==> config.mk <==
export PLATFORM = sky130hd
export DESIGN_NAME = dprpd_core
export DESIGN_NICKNAME = d
export VERILOG_FILES = /design/src/dprpd_pkg.sv /design/src/dprpd_core.sv
export VERILOG_INCLUDE_DIRS = /design/src
export SDC_FILE = /design/constraint.sdc
export NUM_CORES = 1
export LEC_CHECK = 0
export BUFFER_PORTS_ARGS = -buffer_cell sky130_fd_sc_hd__buf_2
export CAP_MARGIN = 25
export CORE_UTILIZATION = 30
export DETAILED_ROUTE_END_ITERATION = 16
export PLACE_DENSITY = 0.43
export SYNTH_ARGS = -nofsm -noshare
export SYNTH_HDL_FRONTEND = slang
export SYNTH_SLANG_ARGS = --single-unit
==> constraint.sdc <==
create_clock -name CLOCK_I -period 3.06 [get_ports CLOCK_I]
set_input_delay 0.612 -clock CLOCK_I [delete_from_list [all_inputs] [get_ports CLOCK_I]]
set_output_delay 0.612 -clock CLOCK_I [all_outputs]
set_load 0.01 [all_outputs]
==> src/dprpd_consts.svh <==
// Constants for the precharge, refresh and power-down state block.
// Assumes a 200 MHz core clock; the refresh count is derived from its time here.
`ifndef DPRPD_CONSTS_SVH
`define DPRPD_CONSTS_SVH

`define DPRPD_CLK_PERIOD_PS      5000
`define DPRPD_NUM_BANKS          8
`define DPRPD_BA_W               3
`define DPRPD_ADDR_A10           10
`define DPRPD_MR_SLOW_EXIT_BIT   12
`define DPRPD_CKE_MIN_REG        3
`define DPRPD_RFC_PS             127500
`define DPRPD_RFC_CYC            ((`DPRPD_RFC_PS + `DPRPD_CLK_PERIOD_PS - 1) / `DPRPD_CLK_PERIOD_PS)
`define DPRPD_XSRD_CYC           200
`define DPRPD_CNT_W              9

`endif

==> src/dprpd_pkg.sv <==
// Types shared by the precharge, refresh and power-down state block.
// Assumes the constants header is included by its users.
package dprpd_pkg;

	typedef enum logic [2:0]
	{
		DPRPD_CMD_NOP  = 3'b000,
		DPRPD_CMD_ACT  = 3'b001,
		DPRPD_CMD_PRE  = 3'b010,
		DPRPD_CMD_REF  = 3'b011,
		DPRPD_CMD_RD   = 3'b100,
		DPRPD_CMD_WR   = 3'b101,
		DPRPD_CMD_MRS  = 3'b110,
		DPRPD_CMD_DES  = 3'b111
	} dprpd_cmd_t;

	typedef enum logic [2:0]
	{
		DPRPD_ST_IDLE   = 3'b000,
		DPRPD_ST_REFRESH = 3'b001,
		DPRPD_ST_SELFREF = 3'b010,
		DPRPD_ST_PPD    = 3'b011,
		DPRPD_ST_APD    = 3'b100
	} dprpd_state_t;

	typedef struct packed
	{
		logic       cs_n;
		logic       ras_n;
		logic       cas_n;
		logic       we_n;
		logic [2:0] ba;
		logic       a10;
	} dprpd_pins_t;

endpackage : dprpd_pkg

==> src/dprpd_core.sv <==
// DRAM-side bank state, refresh, self refresh and power-down control.
// Assumes command pins and the memory clock arrive from outside and are synchronised here;
// a command is taken on each rising memory-clock edge found by sampling that clock.
`timescale 1ns/1ps
`default_nettype none
`include "dprpd_consts.svh"

module dprpd_core
	import dprpd_pkg::*;
#(
	parameter int unsigned RFC_CYC  = `DPRPD_RFC_CYC,
	parameter int unsigned XSRD_CYC = `DPRPD_XSRD_CYC
)
(
	input  wire logic                        CLOCK_I,
	input  wire logic                        RESET_N_I,
	input  wire logic                        MEM_CK_I,
	input  wire logic                        CKE_I,
	input  wire logic                        CS_N_I,
	input  wire logic                        RAS_N_I,
	input  wire logic                        CAS_N_I,
	input  wire logic                        WE_N_I,
	input  wire logic [`DPRPD_BA_W-1:0]      BA_I,
	input  wire logic                        A10_I,
	output logic      [`DPRPD_NUM_BANKS-1:0] BANK_OPEN_O,
	output logic      [2:0]                  STATE_O,
	output logic                             REFRESH_BUSY_O,
	output logic                             BUFFERS_EN_O,
	output logic                             DLL_FROZEN_O,
	output logic                             READ_READY_O
);

	// Two-stage synchronisers for every input pin except the core clock and reset.
	logic [9:0]   sync1;
	logic [9:0]   sync2;
	logic         ck_prev;
	logic         ck_rise;
	logic         cke_prev;
	dprpd_pins_t  pins;
	dprpd_cmd_t   cmd;
	dprpd_state_t state;
	logic [`DPRPD_CNT_W-1:0] rfc_cnt;
	logic [`DPRPD_CNT_W-1:0] xsrd_cnt;

	always_ff @(posedge CLOCK_I)
	begin
		if (!RESET_N_I)
		begin
			sync1 <= 10'h000;
			sync2 <= 10'h000;
		end
		else
		begin
			sync1 <= {MEM_CK_I, CKE_I, CS_N_I, RAS_N_I, CAS_N_I, WE_N_I, BA_I, A10_I};
			sync2 <= sync1;
		end
	end

	assign pins    = dprpd_pins_t'(sync2[7:0]);
	assign ck_rise = sync2[9] && !ck_prev;

	// Pins are active low; the code that no state here uses decodes as a deselect.
	always_comb
	begin
		cmd = DPRPD_CMD_DES;
		if (!pins.cs_n)
		begin
			case ({pins.ras_n, pins.cas_n, pins.we_n})
				3'b111: cmd = DPRPD_CMD_NOP;
				3'b011: cmd = DPRPD_CMD_ACT;
				3'b010: cmd = DPRPD_CMD_PRE;
				3'b001: cmd = DPRPD_CMD_REF;
				3'b101: cmd = DPRPD_CMD_RD;
				3'b100: cmd = DPRPD_CMD_WR;
				3'b000: cmd = DPRPD_CMD_MRS;
				3'b110: cmd = DPRPD_CMD_DES;
			endcase
		end
	end

	always_ff @(posedge CLOCK_I)
	begin
		if (!RESET_N_I)
		begin
			ck_prev  <= 1'b0;
			cke_prev <= 1'b1;
		end
		else
		begin
			ck_prev <= sync2[9];
			if (ck_rise)
				cke_prev <= sync2[8];
		end
	end

	// Bank open state follows activates and precharges; all-bank with A10.
	// per-bank tracking
	always_ff @(posedge CLOCK_I)
	begin
		if (!RESET_N_I)
			BANK_OPEN_O <= '0;
		else if (ck_rise && sync2[8] && cke_prev && state == DPRPD_ST_IDLE)
		begin
			if (cmd == DPRPD_CMD_ACT)
				BANK_OPEN_O[pins.ba] <= 1'b1;
			else if (cmd == DPRPD_CMD_PRE && pins.a10)
				BANK_OPEN_O <= '0;
			else if (cmd == DPRPD_CMD_PRE)
				BANK_OPEN_O[pins.ba] <= 1'b0;
		end
	end

	// Command decoding happens only on real memory-clock edges.
	always_ff @(posedge CLOCK_I)
	begin
		if (!RESET_N_I)
		begin
			state   <= DPRPD_ST_IDLE;
			rfc_cnt <= '0;
		end
		else
		begin
			if (rfc_cnt != '0)
				rfc_cnt <= rfc_cnt - 1'b1;
			if (ck_rise)
			begin
				unique case (state)
					DPRPD_ST_IDLE:
					begin
						if (cke_prev && !sync2[8] && cmd == DPRPD_CMD_REF && BANK_OPEN_O == '0)
							state <= DPRPD_ST_SELFREF;
						else if (cke_prev && !sync2[8] &&
							(cmd == DPRPD_CMD_NOP || cmd == DPRPD_CMD_DES))
						begin
							if (BANK_OPEN_O == '0)
								state <= DPRPD_ST_PPD;
							else
								state <= DPRPD_ST_APD;
						end
						else if (sync2[8] && cmd == DPRPD_CMD_REF)
						begin
							state   <= DPRPD_ST_REFRESH;
							rfc_cnt <= `DPRPD_CNT_W'(RFC_CYC - 1);
						end
					end
					DPRPD_ST_REFRESH:
					begin
						if (rfc_cnt == '0)
							state <= DPRPD_ST_IDLE;
					end
					DPRPD_ST_SELFREF,
					DPRPD_ST_PPD,
					DPRPD_ST_APD:
					begin
						if (sync2[8])
							state <= DPRPD_ST_IDLE;
					end
					default:
						state <= DPRPD_ST_IDLE;
				endcase
			end
			else if (state == DPRPD_ST_REFRESH && rfc_cnt == '0)
				state <= DPRPD_ST_IDLE;
		end
	end

	// Read readiness after self refresh exit counts memory-clock edges.
	always_ff @(posedge CLOCK_I)
	begin
		if (!RESET_N_I)
			xsrd_cnt <= '0;
		else if (ck_rise && state == DPRPD_ST_SELFREF && sync2[8])
			xsrd_cnt <= `DPRPD_CNT_W'(XSRD_CYC);
		else if (ck_rise && xsrd_cnt != '0)
			xsrd_cnt <= xsrd_cnt - 1'b1;
	end

	// Registered status outputs.
	always_ff @(posedge CLOCK_I)
	begin
		if (!RESET_N_I)
		begin
			STATE_O        <= 3'h0;
			REFRESH_BUSY_O <= 1'b0;
			BUFFERS_EN_O   <= 1'b1;
			DLL_FROZEN_O   <= 1'b0;
			READ_READY_O   <= 1'b1;
		end
		else
		begin
			STATE_O        <= state;
			REFRESH_BUSY_O <= (state == DPRPD_ST_REFRESH);
			BUFFERS_EN_O   <= (state == DPRPD_ST_IDLE) || (state == DPRPD_ST_REFRESH);
			DLL_FROZEN_O   <= (state == DPRPD_ST_PPD) || (state == DPRPD_ST_SELFREF);
			READ_READY_O   <= (xsrd_cnt == '0) && (state != DPRPD_ST_SELFREF);
		end
	end

	AST_PRE_ALL: assert property (@(posedge CLOCK_I) disable iff (!RESET_N_I)
		(ck_rise && sync2[8] && cke_prev && state == DPRPD_ST_IDLE
		&& cmd == DPRPD_CMD_PRE && pins.a10) |=> BANK_OPEN_O == '0)
		else $error("precharge-all left a bank open");
	AST_PRE_ONE: assert property (@(posedge CLOCK_I) disable iff (!RESET_N_I)
		(ck_rise && sync2[8] && cke_prev && state == DPRPD_ST_IDLE
		&& cmd == DPRPD_CMD_PRE && !pins.a10) |=> !BANK_OPEN_O[$past(pins.ba)])
		else $error("single precharge did not close bank");
	AST_REF_BUSY: assert property (@(posedge CLOCK_I) disable iff (!RESET_N_I)
		$rose(state == DPRPD_ST_REFRESH) |-> (state == DPRPD_ST_REFRESH)[*8])
		else $error("refresh ended too early");
	AST_SR_IDLE: assert property (@(posedge CLOCK_I) disable iff (!RESET_N_I)
		$rose(state == DPRPD_ST_SELFREF) |-> $past(BANK_OPEN_O) == '0)
		else $error("self refresh with open bank");
	AST_PD_TYPE: assert property (@(posedge CLOCK_I) disable iff (!RESET_N_I)
		$rose(state == DPRPD_ST_APD) |-> $past(BANK_OPEN_O) != '0)
		else $error("active power-down with all banks idle");
	AST_BUF_OFF: assert property (@(posedge CLOCK_I) disable iff (!RESET_N_I)
		(state == DPRPD_ST_PPD) |=> !BUFFERS_EN_O && DLL_FROZEN_O)
		else $error("buffers or DLL wrong in precharge power-down");
	AST_PD_EXIT: assert property (@(posedge CLOCK_I) disable iff (!RESET_N_I)
		(ck_rise && sync2[8] && (state == DPRPD_ST_PPD || state == DPRPD_ST_APD))
		|=> state == DPRPD_ST_IDLE)
		else $error("power-down exit missed");
	AST_PD_ENTRY: assert property (@(posedge CLOCK_I) disable iff (!RESET_N_I)
		$rose(state == DPRPD_ST_PPD) |-> $past(state) == DPRPD_ST_IDLE)
		else $error("power-down entered from a busy state");

endmodule : dprpd_core
`default_nettype wire

Yosys cells after proc, flatten, opt, wreduce, memory -nomap -nowiden
Memories as Yosys holds them, arrays and structs flattened. A register that Yosys moved wholly into a read port is not among the register bits.
Index checks and enable logic that the tools add are counted.
- flip-flop bits (word level): 58
- bits in read-only memories: 24
- bits of input ports: 12
- output and inout port bits: 15
- word-level logic and storage cells: 94
- memories kept: 1
- memory list (memory ; words ; bits a word ; rd ports ; clocked after memory_dff ; write ports ; RTL line ; source):
    (name not given) ; 8 ; 3 ; 1 ; 1 ; 0 ; dprpd_core.sv:68 ; case ({pins.ras_n, pins.cas_n, pins.we_n})
- add/subtract/negate cells: 2
- magnitude comparators: 2
- eq/ne operators: 12
- muxes and demuxes: 24
- bitwise gates (word level): 4
- reduce and logical (&&, ||, !) cells: 35
- operator list (operator ; number):
    two-way mux 9 bit ; 6
    two-way mux 8 bit ; 5
    two-way mux 3 bit ; 10
    zero test 9 bit ; 2
    nonzero test 9 bit ; 2
    subtractor 9 x 1 -> 9 bit, second input constant ; 2
    logical AND 1 bit ; 16
    equality test 3 x 2 -> 1 bit, second input constant ; 4
    one-hot mux 3 bit (3 select lines) ; 1
    AND 8 bit ; 1
    zero test 8 bit ; 1
    inverter 8 bit ; 1
    bitwise OR 8 bit ; 1
    equality test 3 x 1 -> 1 bit, second input constant ; 2
    equality test 3 bit, second input constant ; 2
    zero test 3 bit ; 2
    inequality test 3 bit, second input constant ; 2
    inequality test 5 x 2 -> 1 bit, second input constant ; 1
    < comparator 3 x 4 -> 1 bit, second input constant ; 1
    AND reduction 4 bit ; 1
    nonzero test 2 bit ; 2
    demux 1 bit (select 3 bit) ; 1
    >= comparator 3 x 1 -> 1 bit, second input constant ; 1
    logical OR 1 bit ; 3
    other kinds (8) ; 9

Logic depth before layout (Yosys ltp)
- depth after elaboration: 9
- gate-level depth with buffers: 7
- gate-level depth less buffers: 7

Least setup slack after synthesis
No wires, ideal clock.
- path type: flip-flop to flip-flop
- from: register BANK_OPEN_O[4]
- to: register state[0]
- setup time: 69 ps
- arrival: 1572 ps
- required time: 2991 ps
- setup slack: 1419 ps
- cell stages (with the launch flop): 6
- buffers on the path: 0
- clock period less this slack: 1641 ps
- cells stage by stage: dfxtp_1 > or4_4 > nor2_2 > a211oi_1 > or4b_1 > o21ai_1
- cells in the longest elaborated chain, start to end: 6
- elaborated cells on any way between the ends: 9
- classes of those cells: eq/ne (1); mux (5); reduce/logical (3)
- RTL lines (what ; RTL line ; source):
    from (decl) ; dprpd_core.sv:25 ; output logic [`DPRPD_NUM_BANKS-1:0] BANK_OPEN_O,
    from (signal assigned) ; dprpd_core.sv:101 ; BANK_OPEN_O <= '0;
    from (signal, indexed assignment) ; dprpd_core.sv:105 ; BANK_OPEN_O[pins.ba] <= 1'b1;
    from (signal assigned) ; dprpd_core.sv:107 ; BANK_OPEN_O <= '0;
    zero test 8 bit * ; dprpd_core.sv:130, dprpd_core.sv:135 ;
    two-way mux 3 bit ; dprpd_core.sv:135 ; if (BANK_OPEN_O == '0)
    two-way mux 3 bit ; dprpd_core.sv:132 ; else if (cke_prev && !sync2[8] &&
    two-way mux 3 bit ; dprpd_core.sv:130 ; if (cke_prev && !sync2[8] && cmd == DPRPD_CMD_REF && BANK_OPEN_O == '0)
    one-hot mux 3 bit (3 select lines) ; dprpd_core.sv:127 ; unique case (state)
    two-way mux 3 bit ; dprpd_core.sv:125 ; if (ck_rise)
    to (signal assigned) ; dprpd_core.sv:131 ; state <= DPRPD_ST_SELFREF;
    to (signal assigned) ; dprpd_core.sv:136 ; state <= DPRPD_ST_PPD;
    to (signal assigned) ; dprpd_core.sv:138 ; state <= DPRPD_ST_APD;
    to (decl) ; dprpd_core.sv:41 ; dprpd_state_t state;
Mark *: on every way between the ends. The rest lies on a longest branch, timed or not.
A chain may end at the register's enable or synchronous reset.

Worst setup path in the final report
- from: register rfc_cnt[0]
- to: register state[2]
- cells in the longest elaborated chain, start to end: 4
- elaborated cells on any way between the ends: 5
- classes of those cells: eq/ne (1); reduce/logical (4)
- RTL lines (what ; RTL line ; source):
    from (decl) ; dprpd_core.sv:42 ; logic [`DPRPD_CNT_W-1:0] rfc_cnt;
    from (signal assigned) ; dprpd_core.sv:124 ; rfc_cnt <= rfc_cnt - 1'b1;
    from (signal assigned) ; dprpd_core.sv:143 ; rfc_cnt <= `DPRPD_CNT_W'(RFC_CYC - 1);
    zero test 9 bit * ; dprpd_core.sv:148, dprpd_core.sv:162 ;
    logical AND 1 bit ; dprpd_core.sv:162 ; else if (state == DPRPD_ST_REFRESH && rfc_cnt == '0)
    nonzero test 2 bit (no line) ; - ;
    AND reduction 4 bit (no line) * ; - ;
    to (signal assigned) ; dprpd_core.sv:149 ; state <= DPRPD_ST_IDLE;
    to (signal assigned) ; dprpd_core.sv:156 ; state <= DPRPD_ST_IDLE;
    to (signal assigned) ; dprpd_core.sv:163 ; state <= DPRPD_ST_IDLE;
Marks and branches as above.

==> impl_metrics.ini <==
[place]
finalWeightedCongestion = 0.740
port_buffers = 26
dp_hpwl_um = 3200

[detailed_routing]
wl_met2_um = 2050
vias_per_cell = 4.53
vias = 1797
wl_met3_um = 125
totalWireLength_um = 4740
dr.pass1.iters = 4
wl_per_cell_um = 11.9
drc = 0
routed.top_layer = met4
drtIter0Drc = 86
wl_met1_um = 2490
ant_nets = 0

[worst_setup_path]
cp_slowest_cell = a221oi_1
critPathCapture = state[2]
startpoint_type = flip-flop
r2r_end = state[2]
critPathMaxFanout = 10
r2r-start = rfc_cnt[0]
cp_cell_sequence = inv_1 > ha_1 > nor3b_2 > nand3b_1 > a221oi_1 > o21ai_1
cp.arrival_ns = 2.09
crit_path_start = rfc_cnt[0]
rr_worst_depth = 6
crit_type = flip-flop to flip-flop
crit_path_end_kind = flip-flop
reg2reg_slack_ns = 1.17
slowest_delay_ns = 0.43
worstPathRequired_ns = 3.26

[synthesis]
synthMuxAreaShare_pct = 0.417
async_flop_share_pct = 0
syn_nets = 276
synth_edf_count = 0
yosysWarnings = 0
synth_area_um2 = 2400
avgSynthCellArea_um2 = 9.15
ys.flop_type = dfxtp_1
syn_inst = 262
synth-seq-cells = 58
seq_area_frac_synth_pct = 48.4
synthAdderAreaFrac_pct = 1.04
synth_simple_gate_area_share_pct = 29.6
synth-compound-area-share_pct = 12.4
synth_top_family_by_area = simple AND/OR/NAND/NOR gates
yosysUniqueCellTypes = 47
synth-xor-area-share_pct = 4.38

[timing]
fmax_ghz = 0.529
timing.final.crit_share_pct = 61.8
hold_viol = 0
setup_viol = 0
slew_violations = 0
finalCriticalPeriod_ns = 1.89
tightest_slew_ns = 0.485
fin_hold_ws_ns = 0.429
tns_ns = 0
grt_setup_unrepaired = no
slew_headroom_pct = 67.4
finClkSkew_ns = 0.00788

[cells_and_area]
syn_to_final_growth_pct = 17.8
mostFrequentLayoutCell = dfxtp_1
nets = 304
antenna-diode-count = 0
drive_gt1_share_pct = 19.0
layout_common_cells = dfxtp_1 (58), nor2_1 (28), buf_2 (26)

[clock_network]
cts_max_path_buffers = 2
ctsResizeCount = 0
clock-sinks = 58
cts_tree = done
htree_num_levels = 3
root_buffer = clkbuf_8
clock_latency_ns = 0.33
clk_pin_slew_ns = 0.07
cts_setup_buffers = 0
cts_hold_buf = 0
cts_buffers = 9

[worst_hold_path]
hold_start = rfc_cnt[8]
hp-class = flip-flop to flip-flop

[floorplan]
dieArea_um2 = 8360
start_util_pct = 31.0
core_area_um2 = 7730
die_w_um = 91.4
io_pins = 27
row_count = 32
dieHeight_um = 91.4

[global_route]
grt_util_all_layers_pct = 12.9
grt_pass1_wl_um = 8420
antenna_found_initial = 0
grt_max_degree = 39
grt_pass1_vias = 1765
overflow = 0

[power_and_ir_drop]
leakagePower_uw = 0.00114
vdd_ir_drop_max_mv = 0.224
power.density_nw_per_um2 = 663

[status]
status = completed

[flow_run]
cap_violations = 0
[registers in the layout, summed over array words and instances (netlist names), named ones only]
register        count
REFRESH_BUSY_O      1
state               3
DLL_FROZEN_O        1
STATE_O             3
rfc_cnt             9
xsrd_cnt            9
cke_prev            1
sync1              10
BANK_OPEN_O         8
ck_prev             1
READ_READY_O        1
BUFFERS_EN_O        1
sync2               7
[report_power, final]
part | switching [µW] | total [µW] | internal (µW) | leakage (µW)
Sequential | 46.2 | 855 | 809 | 0.000474
Combinational | 142 | 264 | 123 | 0.000559
Clock | 296 | 753 | 458 | 0.000107
[metal layers]
layer  global-route usage [%]  vias to the layer above
li1                         -                      964
met2                     18.7                       22
met5                        0                        -
met3                     3.27                        6
met1                     17.2                      805
met4                     7.54                        0
[cell families after synthesis]
group / after synthesis
buffers and inverters: 21
adders and majority gates: 2
DFF: 58
muxes: 1
and+or+nand+nor: 121
xor gates and xnor gates: 12
AOI/OAI and AO/OA: 47
[worst max-delay path: cells and delay by family (launching register included)]
| kind | cells | cell delay, ns |
|---|---|---|
| AOI/OAI and AO/OA | 2 | 0.54 |
| buffers and inverters | 1 | 0.06 |
| DFF | 1 | 0.33 |
| and+or+nand+nor | 2 | 0.67 |
| adders and majority gates | 1 | 0.16 |
[worst min path at each step]
| stage | to | slack (ns) | cells past startpoint |
|---|---|---|---|
| floorplan | rfc_cnt[8] | 0.40 | 2 |
| global placement | sync2[9] | 0.42 | 1 |
| detailed placement | sync2[9] | 0.42 | 1 |
| CTS | sync2[3] | 0.44 | 1 |
| global route | sync2[9] | 0.45 | 1 |
| finish | rfc_cnt[8] | 0.43 | 2 |
[metrics by stage]
stage | setup slack (ns) | cells | power (µW) | utilization [%] | cell area [µm²]
after global routing | 0.940 | 397 | 1990 | 36.6 | 2830
final | 1.17 | 397 | 1870 | 36.6 | 2830
after CTS | 1.18 | 397 | 1910 | 36.6 | 2830
after floorplan | 1.42 | 262 | 1080 | - | 2400
after detailed placement | 1.11 | 381 | 1140 | 33.8 | 2620
after global placement | 1.14 | 381 | 1140 | 33.8 | 2620
[area by class of cell]
type	count	area (µm²)
fill	801	4900
timing repair buffer	27	138
clock buffer	11	131
clock inverter	5	78.8
multi-input combinational	183	1150
tap	102	128
inverter	11	41.3
sequential	58	1160
[Yosys cell counts, types with 2 or more instances]
cell / count / share of area (%)
dfxtp_1: 58 / 48
nor2_1: 28 / 4.4
nand2_1: 21 / 3.3
and2_1: 20 / 5.2
a21oi_1: 16 / 3.3
inv_1: 11 / 1.7
nand3_1: 8 / 1.7
o21ai_0: 8 / 1.7
a31oi_1: 7 / 1.8
xor2_1: 7 / 2.6
nor3b_1: 6 / 1.9
clkbuf_1: 5 / 0.78
xnor2_1: 5 / 1.8
a211oi_1: 4 / 1.3
nand2b_1: 4 / 1.0
nand3b_1: 4 / 1.3
nor2b_1: 4 / 1.0
nor3_1: 4 / 0.83
o221a_2: 4 / 1.9
buf_2: 3 / 0.63
nand4b_1: 3 / 1.1
nor4_1: 3 / 0.78
ha_1: 2 / 1.0
nor4_2: 2 / 1.0
o21ai_1: 2 / 0.42
or4_4: 2 / 0.94
Note: power is estimated with default switching activity, not from simulation.
